<file path="config.mk">
export PLATFORM = sky130hd
export DESIGN_NAME = satc_device_flat
export DESIGN_NICKNAME = d
export VERILOG_FILES = /design/src/shared/satc_pkg.sv /design/src/shared/satc_link_if.sv /design/src/rtl/satc_device.sv /design/src/flat_wrapper.sv
export SDC_FILE = /design/constraint.sdc
export NUM_CORES = 2
export LEC_CHECK = 0
export BUFFER_PORTS_ARGS = -buffer_cell sky130_fd_sc_hd__buf_2
export CORE_MARGIN = 5
export CORE_UTILIZATION = 40
export CTS_BUF_LIST = sky130_fd_sc_hd__clkbuf_16
export DETAILED_ROUTE_END_ITERATION = 16
export GPL_TIMING_DRIVEN = 0
export PLACE_DENSITY = 0.59
export SETUP_SLACK_MARGIN = 0.15
export SLEW_MARGIN = 25
export SYNTH_ARGS = -nofsm -noshare
export SYNTH_HDL_FRONTEND = slang
export SYNTH_SLANG_ARGS = --single-unit
</file>
<file path="constraint.sdc">
create_clock -name ref_clk_i -period 2 [get_ports ref_clk_i]
set_input_delay 0.3 -clock ref_clk_i [delete_from_list [all_inputs] [get_ports ref_clk_i]]
set_output_delay 0.3 -clock ref_clk_i [all_outputs]
set_load 0.005 [all_outputs]
</file>
<file path="src/shared/satc_pkg.sv">
// Purpose: shared constants for the stimulator configuration bank and its host
// Assumes: 8-bit register numbers, 16-bit register data, 40 MHz ref_clk_i
// Notes:   field layouts inside words are fixed here for both ends
package satc_pkg;
	// register numbers
	localparam logic [7:0] SATC_REG_UPPER_A  = 8'h04; // first upper-cut resistor
	localparam logic [7:0] SATC_REG_UPPER_B  = 8'h05; // second upper-cut resistor
	localparam logic [7:0] SATC_REG_LOWER_A  = 8'h06; // lower cut, normal version
	localparam logic [7:0] SATC_REG_LOWER_B  = 8'h07; // lower cut, recovery version
	localparam logic [7:0] SATC_REG_UNLOCK_L = 8'h20; // unlock code, low half
	localparam logic [7:0] SATC_REG_UNLOCK_H = 8'h21; // unlock code, high half
	localparam logic [7:0] SATC_REG_STEP     = 8'h22; // global step size selects
	localparam logic [7:0] SATC_REG_BIAS     = 8'h23; // source and sink bias
	localparam logic [7:0] SATC_REG_ON       = 8'h2A; // per-channel on/off
	localparam logic [7:0] SATC_REG_POL      = 8'h2C; // per-channel polarity
	localparam logic [7:0] SATC_REG_POS_BASE = 8'h40; // positive magnitudes 64..79
	localparam logic [7:0] SATC_REG_NEG_BASE = 8'h60; // negative magnitudes 96..111
	// field positions: upper cut resistor word
	localparam int SATC_UC_COARSE_LSB = 0;  // 6-bit coarse select
	localparam int SATC_UC_FINE_LSB   = 6;  // 5-bit fine select
	// lower cut word
	localparam int SATC_LC_A_LSB = 0;  // 7-bit field a
	localparam int SATC_LC_B_LSB = 7;  // 6-bit field b
	localparam int SATC_LC_C_LSB = 13; // 1-bit field c
	// step word
	localparam int SATC_ST_1_LSB = 0;  // 7-bit increment select one
	localparam int SATC_ST_2_LSB = 7;  // 6-bit increment select two
	localparam int SATC_ST_3_LSB = 13; // 2-bit increment select three
	// bias word
	localparam int SATC_BI_P_LSB = 0;  // 4-bit source bias
	localparam int SATC_BI_N_LSB = 4;  // 4-bit sink bias
	// magnitude word: code low byte, trim high byte
	localparam int SATC_MAG_LSB  = 0;
	localparam int SATC_TRIM_LSB = 8;
	// values after reset
	localparam logic [15:0] SATC_RST_WORD = 16'h0000; // all config words
	localparam logic [15:0] SATC_RST_TRIM = 16'h8000; // mid trim, zero magnitude
	// unlock code, value arbitrary
	localparam logic [31:0] SATC_UNLOCK_CODE = 32'hC3A5_5A3C;
	// host command slot
	localparam int SATC_CLK_MHZ      = 40;
	localparam int SATC_SLOT_NS      = 1000; // command slot period
	localparam int SATC_SLOT_CYCLES  = (SATC_SLOT_NS * SATC_CLK_MHZ + 999) / 1000;
	localparam int SATC_CHANNELS     = 16;
endpackage : satc_pkg

</file>
<file path="src/shared/satc_link_if.sv">
// Purpose: command link between host controller and configuration bank
// Assumes: both ends on ref_clk_i
// Notes:   one command per cmd_valid pulse, one response per command
`timescale 1ns/1ps
`default_nettype none
interface satc_link_if;
	logic        cmd_valid;  // one-cycle command strobe
	logic        cmd_write;  // 1 write, 0 read
	logic        cmd_update; // commit flag
	logic [7:0]  cmd_addr;   // register number
	logic [15:0] cmd_data;   // write data
	logic        rsp_valid;  // one-cycle response strobe
	logic [15:0] rsp_data;   // read value or echoed write data
	// device end
	modport device (input cmd_valid, cmd_write, cmd_update, cmd_addr, cmd_data,
	                output rsp_valid, rsp_data);
	// host end
	modport host (output cmd_valid, cmd_write, cmd_update, cmd_addr, cmd_data,
	              input rsp_valid, rsp_data);
endinterface : satc_link_if
`default_nettype wire

</file>
<file path="src/rtl/satc_device.sv">
// Purpose: configuration and triggered stimulation registers of the device end
// Assumes: host keeps its own schedule; arm pin is asynchronous
// Notes:   outputs are the active values feeding the analog stimulators
`timescale 1ns/1ps
`default_nettype none
// Operation
// upper cut set by two two-field resistor words
// lower cut set by three select fields
// each channel drives positive or negative current
// each stimulator holds magnitude code plus trim
// one global three-field step size word
// host programs both biases to match step
// positive and negative magnitudes in two blocks
// on/off and polarity across two registers
// triggered writes land in shadow only
// shadow goes active only on commit flag
// commit moves all shadows at once
// no pulse timer; state holds until changed
// host builds biphasic pulse from separate commands
// host keeps a regular command schedule
// host corrects drift by adjusting trim
// stimulators off unless armed and unlocked
module satc_device
	import satc_pkg::*;
(
	// clock and reset
	input  wire logic                 ref_clk_i,
	input  wire logic                 reset_n_i,
	// link
	satc_link_if.device               link,
	// board pin
	input  wire logic                 stim_arm_i,
	// amplifier bandwidth
	output logic [5:0]                upper_cut_first_res_coarse_o,
	output logic [4:0]                upper_cut_first_res_fine_o,
	output logic [5:0]                upper_cut_second_res_coarse_o,
	output logic [4:0]                upper_cut_second_res_fine_o,
	output logic [6:0]                lower_cut_field_a_o,
	output logic [5:0]                lower_cut_field_b_o,
	output logic                      lower_cut_field_c_o,
	output logic [6:0]                lower_cut_alt_field_a_o,
	output logic [5:0]                lower_cut_alt_field_b_o,
	output logic                      lower_cut_alt_field_c_o,
	// stimulator globals
	output logic [6:0]                step_sel_one_o,
	output logic [5:0]                step_sel_two_o,
	output logic [1:0]                step_sel_three_o,
	output logic [3:0]                source_bias_o,
	output logic [3:0]                sink_bias_o,
	// per-channel active stimulation
	output logic [15:0]               stim_on_o,
	output logic [15:0]               stim_neg_o,
	output logic [15:0][15:0]         pos_mag_o,
	output logic [15:0][15:0]         neg_mag_o,
	output logic                      stim_enabled_o
);
	// true when addr falls inside the 16-register block at base
	function automatic logic in_block(input logic [7:0] addr, input logic [7:0] base);
		in_block = (addr[7:4] == base[7:4]);
	endfunction : in_block

	// plain configuration words
	logic [15:0]       upa_q, upa_d;   // first upper resistor
	logic [15:0]       upb_q, upb_d;   // second upper resistor
	logic [15:0]       lwa_q, lwa_d;   // lower cut normal
	logic [15:0]       lwb_q, lwb_d;   // lower cut recovery
	logic [15:0]       step_q, step_d; // step size selects
	logic [15:0]       bias_q, bias_d; // biases
	logic [31:0]       key_q, key_d;   // unlock registers
	// triggered registers: shadow and active copies
	logic [15:0]       on_sh_q, on_sh_d, on_q, on_d;
	logic [15:0]       pol_sh_q, pol_sh_d, pol_q, pol_d;
	logic [15:0][15:0] pos_sh_q, pos_sh_d, pos_q, pos_d;
	logic [15:0][15:0] neg_sh_q, neg_sh_d, neg_q, neg_d;
	// response and arm
	logic              rsp_v_q, rsp_v_d;
	logic [15:0]       rsp_q, rsp_d;
	logic              arm_meta_q, arm_q; // two-flop synchroniser
	logic              en_q, en_d;
	logic [15:0]       stim_on_q, stim_on_d; // gated on bits, kept in a flop for the pins
	logic              write_hit;         // write command this cycle

	// arm pin synchroniser, first flop read only by the second
	always_ff @(posedge ref_clk_i or negedge reset_n_i)
	begin
		if (!reset_n_i)
		begin
			arm_meta_q <= 1'b0;
			arm_q      <= 1'b0;
		end
		else
		begin
			arm_meta_q <= stim_arm_i;
			arm_q      <= arm_meta_q;
		end
	end

	assign write_hit = link.cmd_valid && link.cmd_write;

	// next values: writes, commit and readback
	always_comb
	begin
		upa_d    = upa_q;
		upb_d    = upb_q;
		lwa_d    = lwa_q;
		lwb_d    = lwb_q;
		step_d   = step_q;
		bias_d   = bias_q;
		key_d    = key_q;
		on_sh_d  = on_sh_q;
		pol_sh_d = pol_sh_q;
		pos_sh_d = pos_sh_q;
		neg_sh_d = neg_sh_q;
		rsp_v_d  = link.cmd_valid;
		rsp_d    = rsp_q;
		if (write_hit)
		begin
			unique case (link.cmd_addr)
				SATC_REG_UPPER_A:  upa_d = link.cmd_data;
				SATC_REG_UPPER_B:  upb_d = link.cmd_data;
				SATC_REG_LOWER_A:  lwa_d = link.cmd_data;
				SATC_REG_LOWER_B:  lwb_d = link.cmd_data;
				SATC_REG_STEP:     step_d = link.cmd_data;
				SATC_REG_BIAS:     bias_d = link.cmd_data;
				SATC_REG_UNLOCK_L: key_d[15:0] = link.cmd_data;
				SATC_REG_UNLOCK_H: key_d[31:16] = link.cmd_data;
				SATC_REG_ON:       on_sh_d = link.cmd_data;
				SATC_REG_POL:      pol_sh_d = link.cmd_data;
				default:
				begin
					// magnitude blocks; anything else is ignored
					if (in_block(link.cmd_addr, SATC_REG_POS_BASE))
						pos_sh_d[link.cmd_addr[3:0]] = link.cmd_data;
					else if (in_block(link.cmd_addr, SATC_REG_NEG_BASE))
						neg_sh_d[link.cmd_addr[3:0]] = link.cmd_data;
				end
			endcase
			rsp_d = link.cmd_data; // writes echo their data
		end
		else if (link.cmd_valid)
		begin
			// reads show active values, so software sees what drives the outputs
			unique case (link.cmd_addr)
				SATC_REG_UPPER_A:  rsp_d = upa_q;
				SATC_REG_UPPER_B:  rsp_d = upb_q;
				SATC_REG_LOWER_A:  rsp_d = lwa_q;
				SATC_REG_LOWER_B:  rsp_d = lwb_q;
				SATC_REG_STEP:     rsp_d = step_q;
				SATC_REG_BIAS:     rsp_d = bias_q;
				SATC_REG_UNLOCK_L: rsp_d = key_q[15:0];
				SATC_REG_UNLOCK_H: rsp_d = key_q[31:16];
				SATC_REG_ON:       rsp_d = on_q;
				SATC_REG_POL:      rsp_d = pol_q;
				default:
				begin
					if (in_block(link.cmd_addr, SATC_REG_POS_BASE))
						rsp_d = pos_q[link.cmd_addr[3:0]];
					else if (in_block(link.cmd_addr, SATC_REG_NEG_BASE))
						rsp_d = neg_q[link.cmd_addr[3:0]];
					else
						rsp_d = 16'h0000; // unmapped reads as zero
				end
			endcase
		end
		// commit: a write carrying the flag is included in the same commit
		if (link.cmd_valid && link.cmd_update)
		begin
			on_d  = on_sh_d;
			pol_d = pol_sh_d;
			pos_d = pos_sh_d;
			neg_d = neg_sh_d;
		end
		else
		begin
			// no timer here: active state holds until the next commit
			on_d  = on_q;
			pol_d = pol_q;
			pos_d = pos_q;
			neg_d = neg_q;
		end
		en_d = arm_q && (key_q == SATC_UNLOCK_CODE);
		// gate from next values so the pins track on_q & en_q with no extra lag
		stim_on_d = on_d & {SATC_CHANNELS{en_d}};
	end

	// register all state
	always_ff @(posedge ref_clk_i or negedge reset_n_i)
	begin
		if (!reset_n_i)
		begin
			upa_q    <= SATC_RST_WORD;
			upb_q    <= SATC_RST_WORD;
			lwa_q    <= SATC_RST_WORD;
			lwb_q    <= SATC_RST_WORD;
			step_q   <= SATC_RST_WORD;
			bias_q   <= SATC_RST_WORD;
			key_q    <= 32'h0000_0000;
			on_sh_q  <= SATC_RST_WORD;
			pol_sh_q <= SATC_RST_WORD;
			on_q     <= SATC_RST_WORD;
			pol_q    <= SATC_RST_WORD;
			pos_sh_q <= {SATC_CHANNELS{SATC_RST_TRIM}};
			neg_sh_q <= {SATC_CHANNELS{SATC_RST_TRIM}};
			pos_q    <= {SATC_CHANNELS{SATC_RST_TRIM}};
			neg_q    <= {SATC_CHANNELS{SATC_RST_TRIM}};
			rsp_v_q  <= 1'b0;
			rsp_q    <= SATC_RST_WORD;
			en_q     <= 1'b0;
			stim_on_q <= SATC_RST_WORD;
		end
		else
		begin
			upa_q    <= upa_d;
			upb_q    <= upb_d;
			lwa_q    <= lwa_d;
			lwb_q    <= lwb_d;
			step_q   <= step_d;
			bias_q   <= bias_d;
			key_q    <= key_d;
			on_sh_q  <= on_sh_d;
			pol_sh_q <= pol_sh_d;
			on_q     <= on_d;
			pol_q    <= pol_d;
			pos_sh_q <= pos_sh_d;
			neg_sh_q <= neg_sh_d;
			pos_q    <= pos_d;
			neg_q    <= neg_d;
			rsp_v_q  <= rsp_v_d;
			rsp_q    <= rsp_d;
			en_q     <= en_d;
			stim_on_q <= stim_on_d;
		end
	end

	// output fields, all straight from flops
	assign link.rsp_valid = rsp_v_q;
	assign link.rsp_data  = rsp_q;
	assign upper_cut_first_res_coarse_o  = upa_q[SATC_UC_COARSE_LSB +: 6];
	assign upper_cut_first_res_fine_o    = upa_q[SATC_UC_FINE_LSB +: 5];
	assign upper_cut_second_res_coarse_o = upb_q[SATC_UC_COARSE_LSB +: 6];
	assign upper_cut_second_res_fine_o   = upb_q[SATC_UC_FINE_LSB +: 5];
	assign lower_cut_field_a_o     = lwa_q[SATC_LC_A_LSB +: 7];
	assign lower_cut_field_b_o     = lwa_q[SATC_LC_B_LSB +: 6];
	assign lower_cut_field_c_o     = lwa_q[SATC_LC_C_LSB];
	assign lower_cut_alt_field_a_o = lwb_q[SATC_LC_A_LSB +: 7];
	assign lower_cut_alt_field_b_o = lwb_q[SATC_LC_B_LSB +: 6];
	assign lower_cut_alt_field_c_o = lwb_q[SATC_LC_C_LSB];
	assign step_sel_one_o   = step_q[SATC_ST_1_LSB +: 7];
	assign step_sel_two_o   = step_q[SATC_ST_2_LSB +: 6];
	assign step_sel_three_o = step_q[SATC_ST_3_LSB +: 2];
	assign source_bias_o    = bias_q[SATC_BI_P_LSB +: 4];
	assign sink_bias_o      = bias_q[SATC_BI_N_LSB +: 4];
	// gating is registered, so no decode glitch ever reaches a stimulator
	assign stim_on_o      = stim_on_q;
	assign stim_neg_o     = pol_q;
	assign pos_mag_o      = pos_q;
	assign neg_mag_o      = neg_q;
	assign stim_enabled_o = en_q;
endmodule : satc_device
`default_nettype wire

</file>
<file path="src/flat_wrapper.sv">
// flat-port wrapper written by rule: the top's interface ports become plain ports
module satc_device_flat import satc_pkg::*;
  (ref_clk_i, reset_n_i, stim_arm_i, upper_cut_first_res_coarse_o, upper_cut_first_res_fine_o, upper_cut_second_res_coarse_o, upper_cut_second_res_fine_o, lower_cut_field_a_o, lower_cut_field_b_o, lower_cut_field_c_o, lower_cut_alt_field_a_o, lower_cut_alt_field_b_o, lower_cut_alt_field_c_o, step_sel_one_o, step_sel_two_o, step_sel_three_o, source_bias_o, sink_bias_o, stim_on_o, stim_neg_o, pos_mag_o, neg_mag_o, stim_enabled_o, link_cmd_valid, link_cmd_write, link_cmd_update, link_cmd_addr, link_cmd_data, link_rsp_valid, link_rsp_data);
  satc_link_if link_i ();
  input  wire logic ref_clk_i;
  input  wire logic reset_n_i;
  input  wire logic stim_arm_i;
  output logic [5:0] upper_cut_first_res_coarse_o;
  output logic [4:0] upper_cut_first_res_fine_o;
  output logic [5:0] upper_cut_second_res_coarse_o;
  output logic [4:0] upper_cut_second_res_fine_o;
  output logic [6:0] lower_cut_field_a_o;
  output logic [5:0] lower_cut_field_b_o;
  output logic lower_cut_field_c_o;
  output logic [6:0] lower_cut_alt_field_a_o;
  output logic [5:0] lower_cut_alt_field_b_o;
  output logic lower_cut_alt_field_c_o;
  output logic [6:0] step_sel_one_o;
  output logic [5:0] step_sel_two_o;
  output logic [1:0] step_sel_three_o;
  output logic [3:0] source_bias_o;
  output logic [3:0] sink_bias_o;
  output logic [15:0] stim_on_o;
  output logic [15:0] stim_neg_o;
  output logic [15:0][15:0] pos_mag_o;
  output logic [15:0][15:0] neg_mag_o;
  output logic stim_enabled_o;
  input wire logic [$bits(link_i.cmd_valid)-1:0] link_cmd_valid;
  input wire logic [$bits(link_i.cmd_write)-1:0] link_cmd_write;
  input wire logic [$bits(link_i.cmd_update)-1:0] link_cmd_update;
  input wire logic [$bits(link_i.cmd_addr)-1:0] link_cmd_addr;
  input wire logic [$bits(link_i.cmd_data)-1:0] link_cmd_data;
  output wire logic [$bits(link_i.rsp_valid)-1:0] link_rsp_valid;
  output wire logic [$bits(link_i.rsp_data)-1:0] link_rsp_data;
  assign link_i.cmd_valid = link_cmd_valid;
  assign link_i.cmd_write = link_cmd_write;
  assign link_i.cmd_update = link_cmd_update;
  assign link_i.cmd_addr = link_cmd_addr;
  assign link_i.cmd_data = link_cmd_data;
  assign link_rsp_valid = link_i.rsp_valid;
  assign link_rsp_data = link_i.rsp_data;
  satc_device u_core (.ref_clk_i(ref_clk_i), .reset_n_i(reset_n_i), .link(link_i), .stim_arm_i(stim_arm_i), .upper_cut_first_res_coarse_o(upper_cut_first_res_coarse_o), .upper_cut_first_res_fine_o(upper_cut_first_res_fine_o), .upper_cut_second_res_coarse_o(upper_cut_second_res_coarse_o), .upper_cut_second_res_fine_o(upper_cut_second_res_fine_o), .lower_cut_field_a_o(lower_cut_field_a_o), .lower_cut_field_b_o(lower_cut_field_b_o), .lower_cut_field_c_o(lower_cut_field_c_o), .lower_cut_alt_field_a_o(lower_cut_alt_field_a_o), .lower_cut_alt_field_b_o(lower_cut_alt_field_b_o), .lower_cut_alt_field_c_o(lower_cut_alt_field_c_o), .step_sel_one_o(step_sel_one_o), .step_sel_two_o(step_sel_two_o), .step_sel_three_o(step_sel_three_o), .source_bias_o(source_bias_o), .sink_bias_o(sink_bias_o), .stim_on_o(stim_on_o), .stim_neg_o(stim_neg_o), .pos_mag_o(pos_mag_o), .neg_mag_o(neg_mag_o), .stim_enabled_o(stim_enabled_o));
endmodule
</file>
**Word-level counts from Yosys, hierarchy flattened**

Cells that the tools add are included.

- Bits in registers: 1,252
- Bits of input ports: 30
- Word-level logic and storage cells: 137

- $lt $le $gt $ge: 2
- Eq/ne operators: 13
- Multiplexer cells: 25
- Bitwise operators: 1
- Reduce and logical (&&, ||, !) cells: 14

Operators with widths:

| cell | number |
|---|---|
| 2-to-1 mux 256 bit | 7 |
| bitwise mux 256 bit | 2 |
| 2-to-1 mux 16 bit | 12 |
| case mux 16 bit (10 select lines) | 1 |
| binary-select mux 16 bit (select 4 bit) | 2 |
| demux 16 bit (select 4 bit) | 1 |
| equality test 8 x 6 -> 1 bit, second input constant | 6 |
| equality test 32 bit, second input constant | 1 |
| equality test 8 x 3 -> 1 bit, second input constant | 4 |
| bitwise AND 16 bit | 1 |
| AND reduction 2 bit | 8 |
| OR reduction 10 bit | 1 |
| equality test 4 x 3 -> 1 bit, second input constant | 2 |
| less-than comparator 4 x 5 -> 1 bit, second input constant | 1 |
| greater-or-equal comparator 4 x 1 -> 1 bit, second input constant | 1 |
| logical AND 1 bit | 4 |
| nonzero test 2 bit | 1 |

**Longest topological paths before layout**

- Depth in word-level cells: 9
- Mapped depth: 11
- Depth with buffers taken out: 6

**Least setup slack after synthesis**

OpenSTA, ideal clock, no wires.

- Path kind: input to register
- Start point: input link_cmd_addr[4]
- End point: register u_core.pol_q[10], in the netlist u_core.stim_neg_o[10]
- Arrival: 2.394 ns
- Slack: -0.519 ns
- Cell stages on the path: 7
- Path buffers: 2
- Cells stage by stage: buf_2 nor4b_2 nand3_2 nor2_2 buf_4 mux2_2 mux2_2

- Longest elaborated chain between the ends: 3

Ends and longest elaborated chain:

| element | RTL line | source |
|---|---|---|
| from (decl) | flat_wrapper.sv:31 | `input wire logic [$bits(link_i.cmd_addr)-1:0] link_cmd_addr;` |
| equality test 8 x 6 -> 1 bit | satc_device.sv:118 | `unique case (link.cmd_addr)` |
| 2-to-1 mux 16 bit | satc_device.sv:118 |  |
| 2-to-1 mux 16 bit | satc_device.sv:116 | `if (write_hit)` |
| net u_core.pol_sh_d[10] | satc_device.sv:72 | `logic [15:0] pol_sh_q, pol_sh_d, pol_q, pol_d;` |
| to (signal assigned) | satc_device.sv:223 | `pol_q <= pol_d;` |
| to (decl) | satc_device.sv:72 |  |

The timed path passes the listed nets, and every way through them passes these cells.
A chain may end at the register's enable or synchronous reset.

**Worst setup path after layout**

- Start point: register u_core.neg_q (netlist bit u_core.neg_mag_o[214])
- End point: register u_core.rsp_q[6], in the netlist u_core.link.rsp_data[6]

- Longest elaborated chain between the ends: 7

Ends and longest elaborated chain:

| element | RTL line | source |
|---|---|---|
| from (decl) | satc_device.sv:74 | `logic [15:0][15:0] neg_sh_q, neg_sh_d, neg_q, neg_d;` |
| from (signal assigned) | satc_device.sv:205 | `neg_q <= {SATC_CHANNELS{SATC_RST_TRIM}};` |
| from (signal assigned) | satc_device.sv:227 | `neg_q <= neg_d;` |
| binary-select mux 16 bit (select 4 bit) | satc_device.sv:159 | `rsp_d = neg_q[link.cmd_addr[3:0]];` |
| 2-to-1 mux 16 bit (not written as such) | satc_device.sv:159 |  |
| 2-to-1 mux 16 bit | satc_device.sv:158 | `else if (in_block(link.cmd_addr, SATC_REG_NEG_BASE))` |
| 2-to-1 mux 16 bit | satc_device.sv:156 | `if (in_block(link.cmd_addr, SATC_REG_POS_BASE))` |
| case mux 16 bit (10 select lines) | satc_device.sv:143 | `unique case (link.cmd_addr)` |
| 2-to-1 mux 16 bit | satc_device.sv:140 | `else if (link.cmd_valid)` |
| 2-to-1 mux 16 bit | satc_device.sv:116 |  |
| to (signal assigned) | satc_device.sv:229 | `rsp_q <= rsp_d;` |
| to (decl) | satc_device.sv:77 | `logic [15:0] rsp_q, rsp_d;` |

Every way passes these cells. The select of a mux whose other input is x is not followed.

==> flow_summary.toml <==
[status]
outcome = "complete, but fails checks"
violations = "hold timing, setup timing"

[yosys]
synth_nets = 3546
synth_warnings = 0
async_flop_share_pct = 100
synth.cell_area_um2 = 53000
ys_types = 63
synth.avg_cell_area_um2 = 15.1
netlist_instances = 3516
synth-edff-count = 0
ys_seq_elements = 1252
synth.yosys.seq_area_share_pct = 59.3
synthFlopType = "dfrtp_1"

[timing]
setup_ws_ns = -0.0990
timing.final.crit_share_pct = 105
layout_min_cycle_time_ns = 2.10
slew_violations = 0
max_slew_margin_pct = 21.7
grt_setup_unrepaired = "yes"
worst_pin_slew_ns = 1.18
max_clock_freq_mhz = 476
holdWs_ns = -0.564
clock_skew_ns = 0.0216
finalSetupViolations = 4
hold_viol = 313

[route]
detail_route.wl_per_cell_um = 35.0
ant_nets = 0
drtIter0Drc = 3435
vias_per_cell = 5.68
vias = 36200
first_pass_iters = 5
drc = 0
drt-total-wl_um = 223000

[critical_path]
required_ns = 2.65
worstSetupPathType = "register to register"
crit_path_end_kind = "register"
arrival_ns = 2.75
startpoint_type = "register"
cpLargestDelayFamily = "compound AO/OA/AOI/OAI gates"
critical_path_buf_inv_count = 0
crit_path_max_fanout = 2
cp_slowest_stage_delay_ns = 0.56
slowest_stage = "mux4_2"
cp_cell_sequence = "mux4_2 > nand3_2 > nand2_2 > o41a_1 > a211o_1"

[place]
port_buffers = 660
dpl_cell_area_um2 = 59900
hpwlAfterDp_um = 159000
gp_congestion = 0.912

[global_route]
grt_max_degree = 130
grt-ovfl-total = 0
grt_pass1_wl_um = 302000
first_global_vias = 36200
antenna_found_initial = 7
track_usage_pct = 30.8

[floorplanning]
initial_core_util_pct = 40.3
core_area_um2 = 132000
io_pins = 665
fp.dieW_um = 374
placementRows = 133
die_height_um = 374
die-area_um2 = 140000

[job]
cap_violations = 0

[cts]
hold_buffers = 12
clk_pin_slew_ns = 0.07
tritoncts = "built"
clock_latency_ns = 0.78
htreeDepth = 4
cts.sinks = 1252
cts_made_buffers = 137
root_buffer = "clkbuf_16"
clk_path_buf_depth = 3

[cells_and_area]
syn2layout_area_growth_pct = 28.1
final_core_util_pct = 51.6
layout.nets = 4527
final_cell_area_um2 = 67900
drive_above_1_share_pct = 62.6
fillers = 11300

[power_and_ir_drop]
p_total_mw = 56.0
ir_drop_v = 0.000870
powerDensity_nw_per_um2 = 826
p_leak_nw = 35.0

[min_path]
hold_path_class = "input pin to asynchronous set/reset pin"
[cells by family after synthesis]
group / after synthesis / synth area share (%)
simple gates: 319 / 3.18
compound gates: 185 / 2.37
flops: 1252 / 59.3
mux: 1352 / 31.5
buf+inv: 407 / 3.68
xor+xnor: 1 / 0.0165
[synthesized netlist by cell type (6+ instances only)]
| library cell | count | area (µm²) |
|---|---|---|
| nor2_2 | 7 | 43.8 |
| o41ai_1 | 12 | 105 |
| nor4_1 | 6 | 37.5 |
| dfstp_2 | 64 | 1680 |
| nand2b_1 | 7 | 43.8 |
| inv_1 | 82 | 308 |
| a21oi_1 | 27 | 135 |
| buf_2 | 50 | 250 |
| o22ai_1 | 33 | 206 |
| buf_4 | 88 | 661 |
| a31oi_1 | 11 | 68.8 |
| mux2_1 | 14 | 158 |
| nor2_1 | 46 | 173 |
| nor2_4 | 8 | 90.1 |
| nor2b_1 | 27 | 169 |
| mux2_2 | 1179 | 13300 |
| nor3_2 | 9 | 90.1 |
| clkbuf_1 | 167 | 627 |
| nand3_1 | 82 | 410 |
| dfrtp_1 | 1188 | 29700 |
| mux4_2 | 133 | 3000 |
| nand2_1 | 93 | 349 |
| a22oi_1 | 30 | 225 |
| a22o_1 | 9 | 78.8 |
| mux2i_1 | 26 | 260 |
| buf_1 | 16 | 60.1 |
| o21ai_0 | 35 | 175 |
[power by group]
group,switching (mW),total (mW),internal [mW],leakage (nW)
Sequential,0.597,26.8,26.2,17.1
Combinational,3.10,5.04,1.94,15.7
Clock,11.0,24.2,13.2,2.22
[per-layer routing]
metal | vias up | wire, µm | track usage [%]
met2 | 1680 | 101000 | 47.6
li1 | 14600 | - | -
met3 | 365 | 19800 | 8.07
met1 | 19500 | 92300 | 42.1
met5 | - | 0 | 0
met4 | 0 | 10300 | 11.7
[through the flow]
stage	TNS, ns	cells	setup WS [ns]
floorplan	-151.51	3516	-0.461
global placement	-	5931	-27.25
detailed placement	-1728.12	5941	-2.46
CTS	-0.332	6287	-0.0653
global route	-0.247	6367	-0.101
finish	-0.204	6374	-0.0990
[sequential cells by signal (all words and copies together), names as in the netlist]
register	count
u_core.lwa_q	16
u_core.arm_meta_q	1
u_core.upa_q	16
u_core.link.rsp_data	16
u_core.link.rsp_valid	1
u_core.lwb_q	16
u_core.arm_q	1
u_core.key_q	32
u_core.step_q	16
u_core.pos_mag_o	256
u_core.stim_on_o	16
u_core.bias_q	16
u_core.stim_enabled_o	1
u_core.on_sh_q	16
u_core.pos_sh_q	256
u_core.stim_neg_o	16
u_core.pol_sh_q	16
u_core.on_q	16
u_core.neg_sh_q	256
u_core.upb_q	16
u_core.neg_mag_o	256
[worst paths after layout]
check | start | slack [ns] | cells past startpoint | endpoint
min in group ref_clk_i | link_cmd_data[15] | 0.08 | 2 | u_core.pos_sh_q[255]
max in group asynchronous | reset_n_i | 0.52 | 4 | u_core.stim_on_o[6]
worst min register to register | u_core.arm_meta_q | 0.36 | 0 | u_core.arm_q
worst min-delay path | reset_n_i | -0.56 | 1 | u_core.pos_sh_q[89]
worst max register to register | u_core.neg_mag_o[214] | -0.1 | 5 | u_core.link.rsp_data[6]
worst max-delay path | u_core.neg_mag_o[214] | -0.1 | 5 | u_core.link.rsp_data[6]
[area by class of cell]
cell class                 count  area [µm²]  share of cell area [%]
antenna                        7        17.5                  0.0258
buffer                       323        2630                    3.87
inverter                      82         318                   0.468
timing repair buffer         844        5340                    7.86
clock buffer                 139        3480                    5.13
multi-input combinational   1857       21700                    32.0
sequential                  1252       31400                    46.3
clock inverter               115         724                    1.07
tap                         1755        2200                    3.24
[cell usage in the layout, fill, tap and decap left out, types with 29 or more instances in the layout]
| cell | synthesis | final |
|---|---|---|
| clkinv_1 | 0 | 29 |
| buf_2 | 50 | 667 |
| mux2_2 | 1179 | 977 |
| buf_12 | 0 | 30 |
| dfstp_2 | 64 | 64 |
| nor2_1 | 46 | 33 |
| nand2_1 | 93 | 60 |
| o21ai_0 | 35 | 33 |
| nand3_1 | 82 | 59 |
| a22oi_1 | 30 | 29 |
| buf_4 | 88 | 221 |
| dfrtp_1 | 1188 | 1169 |
| mux4_2 | 133 | 133 |
| clkbuf_1 | 167 | 59 |
| buf_6 | 4 | 37 |
| clkbuf_4 | 0 | 34 |
| clkbuf_16 | 0 | 144 |
| mux2_4 | 0 | 214 |
| inv_1 | 82 | 98 |
| clkbuf_2 | 0 | 56 |
[timing repair]
action,in CTS,in global routing
gates resized for setup,395,212
pin swaps,49,41
cloned,5,8
setup endpoints to repair,915,678
buffers inserted,75,74
hold endpoints to repair,141,91
(Power assumes the default switching activity.)
